===== config.mk =====
export PLATFORM = sky130hd
export DESIGN_NAME = lane_steer
export DESIGN_NICKNAME = d
export VERILOG_FILES = /design/src/rtl/lane_steer_pkg.sv /design/src/rtl/lane_steer.sv /design/src/rtl/lane_swap.sv
export SDC_FILE = /design/constraint.sdc
export NUM_CORES = 1
export LEC_CHECK = 0
export BUFFER_PORTS_ARGS = -buffer_cell sky130_fd_sc_hd__buf_2
export CAP_MARGIN = 20
export CORE_MARGIN = 1.5
export CORE_UTILIZATION = 50
export DETAILED_ROUTE_END_ITERATION = 8
export PLACE_DENSITY_LB_ADDON = 0.12
export SYNTH_ARGS = -nofsm -noshare
export SYNTH_HDL_FRONTEND = slang
export SYNTH_HIERARCHICAL = 1
export SYNTH_SLANG_ARGS = --single-unit

===== constraint.sdc =====
create_clock -name clk_i -period 3.2 [get_ports clk_i]
set_input_delay 0 -clock clk_i [delete_from_list [all_inputs] [get_ports clk_i]]
set_output_delay 0 -clock clk_i [all_outputs]
set_load 0.02 [all_outputs]

===== src/rtl/lane_steer_pkg.sv =====
// Package: constants and carrier types for the byte-lane steering block
package lane_steer_pkg;

  // ----------------------------------------------------------------
  // Access sizes and mode encodings
  // ----------------------------------------------------------------
  typedef enum logic [1:0] {
    SIZE_BYTE = 2'h0,
    SIZE_HALF = 2'h1,
    SIZE_WORD = 2'h2
  } access_size_t;

  localparam logic BYTE_ORDER_BIG = 1'h0;
  localparam logic BYTE_ORDER_LITTLE = 1'h1;
  localparam logic MODE_RST = 1'h1;
  localparam logic [31:0] DATA_RST = 32'h0000_0000;
  localparam logic [3:0] BE_RST = 4'h0;
  localparam logic [3:0] BE_BYTE = 4'h1;
  localparam logic [3:0] BE_HALF = 4'h3;
  localparam logic [3:0] BE_WORD = 4'hf;
  localparam int LANE_W = 8;

  // ----------------------------------------------------------------
  // Carrier types
  // ----------------------------------------------------------------
  typedef struct packed {
    logic valid;
    logic write;
    access_size_t size;
    logic [1:0] offset;
    logic [31:0] data;
  } core_req_t;

  typedef struct packed {
    logic valid;
    logic write;
    logic [1:0] offset;
    logic [3:0] byte_en;
    logic [31:0] data;
  } bus_req_t;

  typedef struct packed {
    logic valid;
    logic [31:0] data;
  } core_rsp_t;

endpackage


===== src/rtl/lane_steer.sv =====
// Top: byte-lane steering between core load/store path and address-invariant bus
// What this block does
// - System bus lanes stay little-endian whatever mode the core uses.
// - Big-endian: base byte address picks the most significant byte.
// - Little-endian: base byte address picks the least significant byte.
// - Conversion reverses the four bytes of a word, or the two bytes of a half.
// - Little-endian passes words; half at offset 2 upper; byte on lane offset.
// - Bus is address-invariant: offset n on lane n, lane 0 at bits 7:0.
// - Big-endian: register word 01020304 appears on lanes as 04030201.
`timescale 1ns/1ps
`default_nettype none
module lane_steer
  import lane_steer_pkg::*;
(
  input wire logic clk_i, // 250 MHz core clock
  input wire logic nrst_i, // Async active-low reset
  input wire logic byte_order_select_i, // Status word bit: 1 little, 0 big
  input wire core_req_t core_req_i, // Load/store request from core
  input wire logic bus_rvalid_i, // Read data valid from bus
  input wire logic [31:0] bus_rdata_i, // Read data on bus lanes
  output bus_req_t bus_req_o, // Registered bus request
  output core_rsp_t core_rsp_o // Registered load data to core
);

  // ----------------------------------------------------------------
  // Reset release
  // ----------------------------------------------------------------
  logic rst_s1_r, rst_s2_r;
  always_ff @(posedge clk_i or negedge nrst_i) begin
    if (!nrst_i) begin
      rst_s1_r <= 1'b0;
      rst_s2_r <= 1'b0;
    end else begin
      rst_s1_r <= 1'b1;
      rst_s2_r <= rst_s1_r;
    end
  end
  wire logic rst_n = rst_s2_r;

  // ----------------------------------------------------------------
  // Helpers
  // ----------------------------------------------------------------
  // Lane mask of the addressed bytes; misaligned offsets are truncated
  function automatic logic [3:0] lane_mask(access_size_t sz, logic [1:0] off);
    logic [3:0] m;
    m = BE_WORD;
    case (sz)
      SIZE_BYTE: m = BE_BYTE << off;
      SIZE_HALF: m = BE_HALF << {off[1], 1'b0};
      default: m = BE_WORD;
    endcase
    return m;
  endfunction

  // Bit shift that moves lane 0 to the lane of the offset
  function automatic logic [4:0] lane_shift(access_size_t sz, logic [1:0] off);
    logic [4:0] s;
    s = 5'h00;
    case (sz)
      SIZE_BYTE: s = {off, 3'b000};
      SIZE_HALF: s = {off[1], 4'b0000};
      default: s = 5'h00;
    endcase
    return s;
  endfunction

  // ----------------------------------------------------------------
  // Store path
  // ----------------------------------------------------------------
  // Big mode: swap the register image first, then place. For a byte the swap
  // would move it to lane 3, so narrow data is pre-aligned into the low lanes
  // in register order and swapped only within its own width.
  logic big_mode;
  logic [31:0] wr_swapped, wr_pre;
  assign big_mode = (byte_order_select_i == BYTE_ORDER_BIG);

  always_comb begin
    wr_pre = core_req_i.data;
    if (big_mode && core_req_i.size == SIZE_HALF) begin
      wr_pre = {16'h0000, core_req_i.data[7:0], core_req_i.data[15:8]};
    end
  end

  lane_swap u_wr_swap (
    .swap_i(big_mode && core_req_i.size == SIZE_WORD),
    .data_i(wr_pre),
    .data_o(wr_swapped)
  );

  bus_req_t bus_req_r, bus_req_nxt;
  always_comb begin
    bus_req_nxt.valid = core_req_i.valid;
    bus_req_nxt.write = core_req_i.write;
    bus_req_nxt.offset = core_req_i.offset;
    bus_req_nxt.byte_en = core_req_i.write ?
        lane_mask(core_req_i.size, core_req_i.offset) : BE_WORD;
    // Offset n lands on lane n in both modes: the bus stays little-endian
    bus_req_nxt.data =
        wr_swapped << lane_shift(core_req_i.size, core_req_i.offset);
  end

  always_ff @(posedge clk_i or negedge rst_n) begin
    if (!rst_n) begin
      bus_req_r <= '{valid: 1'b0, write: 1'b0, offset: 2'h0, byte_en: BE_RST, data: DATA_RST};
    end else begin
      bus_req_r <= bus_req_nxt;
    end
  end
  assign bus_req_o = bus_req_r;

  // ----------------------------------------------------------------
  // Load path: remember size/offset/mode of each read
  // ----------------------------------------------------------------
  // Only one read outstanding is assumed; a new read overwrites the context
  access_size_t rd_size_r, rd_size_nxt;
  logic [1:0] rd_off_r, rd_off_nxt;
  logic rd_big_r, rd_big_nxt;
  always_comb begin
    rd_size_nxt = rd_size_r;
    rd_off_nxt = rd_off_r;
    rd_big_nxt = rd_big_r;
    if (core_req_i.valid && !core_req_i.write) begin
      rd_size_nxt = core_req_i.size;
      rd_off_nxt = core_req_i.offset;
      rd_big_nxt = big_mode;
    end
  end

  always_ff @(posedge clk_i or negedge rst_n) begin
    if (!rst_n) begin
      rd_size_r <= SIZE_WORD;
      rd_off_r <= 2'h0;
      rd_big_r <= ~MODE_RST;
    end else begin
      rd_size_r <= rd_size_nxt;
      rd_off_r <= rd_off_nxt;
      rd_big_r <= rd_big_nxt;
    end
  end

  // Extract the addressed lanes, then undo the big-endian reorder
  logic [31:0] rd_low, rd_pre, rd_swapped;
  always_comb begin
    rd_low = bus_rdata_i >> lane_shift(rd_size_r, rd_off_r);
    rd_pre = rd_low;
    case (rd_size_r)
      SIZE_BYTE: rd_pre = {24'h00_0000, rd_low[7:0]};
      SIZE_HALF: rd_pre = rd_big_r ? {16'h0000, rd_low[7:0], rd_low[15:8]}
                                   : {16'h0000, rd_low[15:0]};
      default: rd_pre = rd_low;
    endcase
  end

  lane_swap u_rd_swap (
    .swap_i(rd_big_r && rd_size_r == SIZE_WORD),
    .data_i(rd_pre),
    .data_o(rd_swapped)
  );

  core_rsp_t core_rsp_r, core_rsp_nxt;
  always_comb begin
    core_rsp_nxt.valid = bus_rvalid_i;
    core_rsp_nxt.data = bus_rvalid_i ? rd_swapped : core_rsp_r.data;
  end

  always_ff @(posedge clk_i or negedge rst_n) begin
    if (!rst_n) begin
      core_rsp_r <= '{valid: 1'b0, data: DATA_RST};
    end else begin
      core_rsp_r <= core_rsp_nxt;
    end
  end
  assign core_rsp_o = core_rsp_r;
endmodule
`default_nettype wire


===== src/rtl/lane_swap.sv =====
// Byte reversal stage used for big-endian traffic in both directions
`timescale 1ns/1ps
`default_nettype none
module lane_swap
  import lane_steer_pkg::*;
(
  input wire logic swap_i, // Reverse the four bytes when high
  input wire logic [31:0] data_i, // Word in
  output logic [31:0] data_o // Word out
);

  // Pure reorder of lanes, no other data change
  always_comb begin
    if (swap_i) begin
      data_o = {data_i[7:0], data_i[15:8], data_i[23:16], data_i[31:24]};
    end else begin
      data_o = data_i;
    end
  end

endmodule
`default_nettype wire


==> out/results.ini, run 1 <==
[floorplan]
die_x_microns = 104.9
pin_count = 147
rows = 37
fp.coreArea_sq_um = 10180
die_area_sq_um = 11000
start_util_pct = 50.96
die_h_microns = 104.9

[timing]
max_clock_freq_ghz = 0.3733
holdWs_ns = 0.01920
finalCritPeriodShare_pct = 83.71
finalSetupViolCount = 0
finalWorstPathRequiredPeriod_ns = 2.679
hold_violations = 0
fin_skew_ns = 0.01526
finalSetupTns_ns = 0
slew_viol_final = 0
tightest_slew_ns = 0.8423
rsz0062_at_grt = no
finalWorstSetupSlack_ns = 0.5213
slew_headroom_pct = 43.05

[drt]
vias_per_cell = 5.421
drt_iter0_drc = 148
first_pass_iters = 7
wirelength_microns = 11420
vias = 3827
detail_route.wl_per_cell_microns = 16.18
drc_errors = 0
final_antenna_net_count = 0

[placement]
routabilityCongestion = 0.7770
dp_worst_setup_slack_ns = 0.5756
placed_area_sq_um = 5887
dp_hpwl_microns = 8190
io_buffers = 146
dp_cells = 682

[logic_synthesis]
synth_edf_count = 0
synthArstFlopShare_pct = 100.0
synth_warnings = 6
ys.flop_type = dfrtp_1
synthesis.area_sq_um = 5190
syn_inst = 429
avgSynthCellArea_sq_um = 12.10
seq_area_frac_synth_pct = 38.60
synth_nets = 503
synth-seq-cells = 80
synth_cell_types = 35

[global_routing]
grt_overflow = 0
grt_pass1_vias = 3843
grt_max_degree = 79
antenna_found_initial = 0
grt_use_total_pct = 21.11
grt_pass1_wl_microns = 18300

[setup_path]
cp-start-kind = register
critPathCaptureType = register
rrSetupSlack_ns = 0.52
crit-reg2reg-launch = rd_size_r[1]
critPathRequiredTime_ns = 3.44
crit_start = rd_size_r[1]
worstPathArrival_ns = 2.92
crit_family = flip-flops
slowest_stage = dfstp_2
slowest_delay_ns = 0.85
reg2reg_to = core_rsp_o[15]
crit_buf_inv = 0
crit_chain = nor2b_1 > and2_4 > a222oi_1 > o22ai_1 > mux2_4 > mux2_2
crit_type = register to register
crit_fanout = 32
rr_worst_depth = 6

[min_path]
hold_path_class = primary input to register
hold_start = core_req_i[34]
whs_endpoint = bus_req_o[33]
holdPathStages = 3

[cells_and_area]
syn2layout_area_growth_pct = 19.31
drive_above_1_share_pct = 52.28
fin_cells = 706
fin_area_sq_um = 6192
antenna_cells = 0
nets = 639
fill_cells = 875
final_core_utilization_pct = 60.80

[cts]
cts_buffer_depth = 2
numCtsBuffers = 9
cts.sink_count = 80
clkLatencyLatePin_ns = 0.36
post_cts_buffers = 0
clk_pin_slew_ns = 0.09
htreeDepth = 3
cts_root_buffer = clkbuf_8
cts_tree = done

[power_and_ir_drop]
power.density_nw_per_um2 = 519.9
worst_ir_drop_vdd_v = 0.0002067
finalPower_mw = 3.219
p_leak_nw = 2.947

[run_status]
outcome = finished, final reports clean

[flow_run]
maxCapViolations = 0

## worst register-to-register path, stage by stage, from the launching register on
cell and delay, ns:
dfstp_2 0.85, nor2b_1 0.26, and2_4 0.25, a222oi_1 0.43
o22ai_1 0.20, mux2_4 0.31, mux2_2 0.26
## layout by cell type (no fill, tap or decap), types with 2 or more instances in the layout
master / n
o21ai_0: 12
dfrtp_1: 78
clkbuf_8: 11
a21boi_0: 8
a21o_1: 6
clkinvlp_4: 3
inv_1: 3
mux2i_1: 25
nand2_1: 15
nor2b_1: 34
o22ai_1: 6
a221oi_1: 4
a222oi_1: 8
and2_1: 28
mux2_2: 57
mux4_2: 2
nor3b_4: 2
buf_2: 146
a21oi_1: 11
mux2_4: 60
a211oi_1: 8
nor3b_2: 2
buf_4: 5
a22o_2: 2
nor2_1: 12
dlygate4sd3_1: 7
## how the worst max path moves through the flow
stage                          end  depth (start not counted)
CTS                 core_rsp_o[15]                          6
detailed placement  core_rsp_o[15]                          6
finish              core_rsp_o[15]                          6
floorplan             bus_req_o[0]                          0
global route        core_rsp_o[15]                          6
global placement    core_rsp_o[12]                          6
## power by group
group / switching (mW) / internal, mW / total, mW
logic: 0.596 / 0.571 / 1.17
registers: 0.105 / 1.18 / 1.28
clock network: 0.369 / 0.403 / 0.772
total: 1.07 / 2.15 / 3.22
## registers in the layout, indices dropped and copies added (netlist names)
name,flops
rd_off_r,2
rd_size_r,2
rst_n,1
rst_s1_r,1
rd_big_r,1
bus_req_o,40
core_rsp_o,33
## synthesized netlist by cell type (3+ instances only)
cell / instances / area, sq um
a211oi_1: 8 / 60.06
a21boi_0: 8 / 60.06
a21o_1: 6 / 45.04
a21oi_1: 11 / 55.05
a221oi_1: 4 / 35.03
a222oi_1: 8 / 80.08
and2_1: 28 / 175.2
buf_1: 3 / 11.26
buf_12: 6 / 120.1
buf_2: 8 / 40.04
buf_6: 5 / 56.30
clkbuf_1: 12 / 45.04
dfrtp_1: 79 / 1977
inv_1: 3 / 11.26
mux2_2: 57 / 641.9
mux2_4: 60 / 900.9
mux2i_1: 25 / 250.2
nand2_1: 15 / 56.30
nor2_1: 13 / 48.80
nor2b_1: 35 / 219.0
nor3b_2: 3 / 37.54
o21ai_0: 12 / 60.06
o22ai_1: 6 / 37.54
## kinds of logic (layout without fill, tap and decap cells)
logic type / count (synthesis) / count (layout) / share of synthesized area, %
AND/OR/NAND/NOR: 99 / 99 / 11.21
multiplexers: 144 / 144 / 35.41
AO/OA/AOI/OAI: 68 / 68 / 9.234
flip-flops: 80 / 80 / 38.60
buffers and inverters: 37 / 178 / 5.472
other: 1 / 1 / 0.07225
## repair_timing
item	CTS	global route
resized for setup	0	0
hold buffers	7	0
endpoints found under the hold margin	13	0
setup endpoints to repair	0	0
## final cells by class
class                   instances  area, sq um  area share, %
flip-flops and latches         80         2007          32.41
well taps                     136        170.2          2.748
repair buffers                159        865.8          13.98
multi-input cells             312         2930          47.32
inverters                       3        11.26         0.1819
clock inverters                 4        52.55         0.8487
clock buffers                  12        155.1          2.506
## per-layer routing
layer / GRT usage (%) / share of wire [%] / wire, microns / up-vias
li1: - / - / - / 1815
met5: 0 / 0 / 0 / -
met4: 8.611 / 2.2 / 252 / 0
met2: 37.02 / 52 / 5926 / 135
met3: 5.614 / 6.6 / 756 / 23
met1: 24.31 / 39 / 4485 / 1854
No activity file was read; power rests on OpenSTA's default activity.
==> run 2: changes to the inputs <==
- CORE_UTILIZATION: 50 -> 48
- clock period: 3.2 -> 2.2 ns (I/O delays scaled with it)
==> run 2 against run 1 <==
Compared with the run above: the flow now finishes with violations (negative setup slack); clock skew is 0.0064 ns lower; critical path type unchanged; worst hold slack got worse by 0.0024 ns; highest routed layer unchanged; critical path depth grew 1; combinational power up 59%; sequential share of layout area decreased by 1.3 points; first-iteration DRC count increased by 27%.
==> out/results.ini, run 2 (synthesized netlist as in run 1, its figures left out) <==
[floorplan]
die_h_microns = 107.0  ; was 104.9 microns
fp.coreArea_sq_um = 10420  ; was 10180 sq um
start_util_pct = 49.83  ; was 50.96%
die_area_sq_um = 11440  ; was 11000 sq um
pin_count = 147  ; unchanged
die_x_microns = 107.0  ; was 104.9 microns
rows = 37  ; unchanged

[drt]
first_pass_iters = 4  ; was 7
highest_layer = met4  ; unchanged
wirelength_microns = 12160  ; was 11420 microns
detail_route.wl_per_cell_microns = 16.75  ; was 16.18 microns
vias_per_cell = 5.433  ; was 5.421
final_antenna_net_count = 0  ; unchanged
vias = 3944  ; was 3827
drt_iter0_drc = 188  ; was 148
met2_length_microns = 6281  ; was 5926 microns
drc_errors = 0  ; unchanged
wl_met1_microns = 4857  ; was 4485 microns
wl_met3_microns = 780  ; was 756 microns

[power_and_ir_drop]
power.density_nw_per_um2 = 756.5  ; was 519.9 nW/um^2
p_leak_nw = 3.094  ; was 2.947 nW
worst_ir_drop_vdd_v = 0.0003562  ; was 0.0002067 V

[run_status]
violations = negative setup slack
outcome = complete, but fails checks  ; was finished, final reports clean

[placement]
routabilityCongestion = 0.8846  ; was 0.7770
dp_cells = 698  ; was 682
dp_hpwl_microns = 8848  ; was 8190 microns
io_buffers = 146  ; unchanged
dp_worst_setup_slack_ns = 0.02878  ; was 0.5756 ns
placed_area_sq_um = 6082  ; was 5887 sq um

[cells_and_area]
syn2layout_area_growth_pct = 24.49  ; was 19.31%
mostFrequentLayoutCells = buf_2, dfrtp_1, mux2_4, mux2_2, nor2b_1  ; unchanged
antenna_cells = 0  ; unchanged
layout_commonest_cell = buf_2  ; unchanged
nets = 660  ; was 639
fill_cells = 884  ; was 875
regArea_sq_um = 2007  ; unchanged
drive_above_1_share_pct = 55.42  ; was 52.28%
fin_cells = 726  ; was 706
fin_area_sq_um = 6461  ; was 6192 sq um
multi_input_area_sq_um = 2987  ; was 2930 sq um
largest_reg_flops = 40  ; unchanged

[timing]
finalCritPeriodShare_pct = 100.9  ; was 83.71%
finalSetupTns_ns = -0.04217  ; was 0 ns
slew_headroom_pct = 48.90  ; was 43.05%
finalSetupViolCount = 3  ; was 0
tightest_slew_ns = 0.7664  ; was 0.8423 ns
max_clock_freq_ghz = 0.4506  ; was 0.3733 GHz
fin_skew_ns = 0.008818  ; was 0.01526 ns
rsz0062_at_grt = yes  ; was no
hold_violations = 0  ; unchanged
finalWorstPathRequiredPeriod_ns = 2.219  ; was 2.679 ns
slew_viol_final = 0  ; unchanged
holdWs_ns = 0.01678  ; was 0.01920 ns
finalWorstSetupSlack_ns = -0.01902  ; was 0.5213 ns

[setup_path]
critPathRequiredTime_ns = 2.44  ; was 3.44 ns
crit_family = flip-flops  ; unchanged
crit_fanout = 6  ; was 32
worstPathArrival_ns = 2.46  ; was 2.92 ns
path_depth = 7  ; was 6
crit_chain = nor2b_2 > and2_2 > a222oi_1 > buf_4 > o22ai_2 > mux2_4 > mux2_2  ; was nor2b_1 > and2_4 > a222oi_1 > o22ai_1 > mux2_4 > mux2_2
critPathCaptureType = register  ; unchanged
crit_type = register to register  ; unchanged
rr_worst_depth = 7  ; was 6
slowest_delay_ns = 0.59  ; was 0.85 ns
slowest_stage = dfstp_2  ; unchanged
cp-start-kind = register  ; unchanged
crit_buf_inv = 1  ; was 0

[flow_run]
maxCapViolations = 0  ; unchanged

[global_routing]
grt_use_total_pct = 21.58  ; was 21.11%
grt_pass1_vias = 3908  ; was 3843
grt_pass1_wl_microns = 19020  ; was 18300 microns
antenna_found_initial = 0  ; unchanged
grt_max_degree = 79  ; unchanged
grt_overflow = 0  ; unchanged

[cts]
cts_root_buffer = clkbuf_8  ; unchanged
clkLatencyLatePin_ns = 0.36  ; about the same
htreeDepth = 3  ; unchanged
numCtsBuffers = 9  ; unchanged
cts.sink_count = 80  ; unchanged
cts_tree = done  ; unchanged
clk_pin_slew_ns = 0.08  ; was 0.09 ns
cts_buffer_depth = 2  ; unchanged

[min_path]
holdPathStages = 3  ; unchanged
hold_path_class = primary input to register  ; unchanged

-- run 2: changes by cell type in the layout (fill, tap and decap cells not counted), sizes merged --
cell      before  now
and2          29   30
buf          152  172
clkinv         0    2
bufinv         1    2
clkinvlp       3    0
clkbuf        12   11
-- run 2: path summary, 6_finish.rpt --
| path | startpoint | endpoint | slack (ns) |
|---|---|---|---|
| min in group asynchronous | rst_n | core_rsp_o[15] | 0.35 |
| max in group asynchronous | rst_n | rd_size_r[1] | 1.51 |
| min reg2reg | rst_n | core_rsp_o[15] | 0.35 |
| max reg2reg | rd_size_r[1] | core_rsp_o[10] | -0.02 |
| min | core_req_i[34] | bus_req_o[33] | 0.02 |
| max | rd_size_r[1] | core_rsp_o[10] | -0.02 |
-- run 2: layout make-up --
class	instances	area share, %
sequential	80	31.06
multi-input combinational	313	46.22
inverter	3	0.1743
clock buffer	11	2.188
clock inverter	4	1.084
tap	136	2.634
timing repair buffer	179	16.63
-- run 2: per-stage QoR --
stage | power, mW | utilization [%]
floorplan | 3.140 | -
global placement | 3.623 | 58.39
detailed placement | 3.668 | 58.39
CTS | 4.882 | 61.09
global route | 5.144 | 62.03
finish | 4.888 | 62.03
-- run 2: per-layer routing --
metal / vias up / GRT usage (%)
li1: 1853 / -
met1: 1930 / 25.10
met2: 143 / 38.19
met3: 18 / 5.106
met4: 0 / 8.571
met5: - / 0
-- run 2: where the power goes --
part,internal (mW),switching [mW],total (mW),leakage (nW)
Sequential,1.71,0.116,1.83,0.968
Clock,0.661,0.538,1.20,0.109
Combinational,0.921,0.942,1.86,2.02
Total,3.29,1.60,4.89,3.09
-- run 2: what timing repair did --
item | 4_1_cts | 5_1_grt
endpoints found under the setup margin | 0 | 24
endpoints found under the hold margin | 13 | 0
setup buffers | 0 | 5
resized for setup | 0 | 13
hold buffers | 7 | 0
-- run 2: tightest hold or removal path: stages --
cell	delay, ns
buf_2	0.16
nor2_1	0.10
o21ai_0	0.07
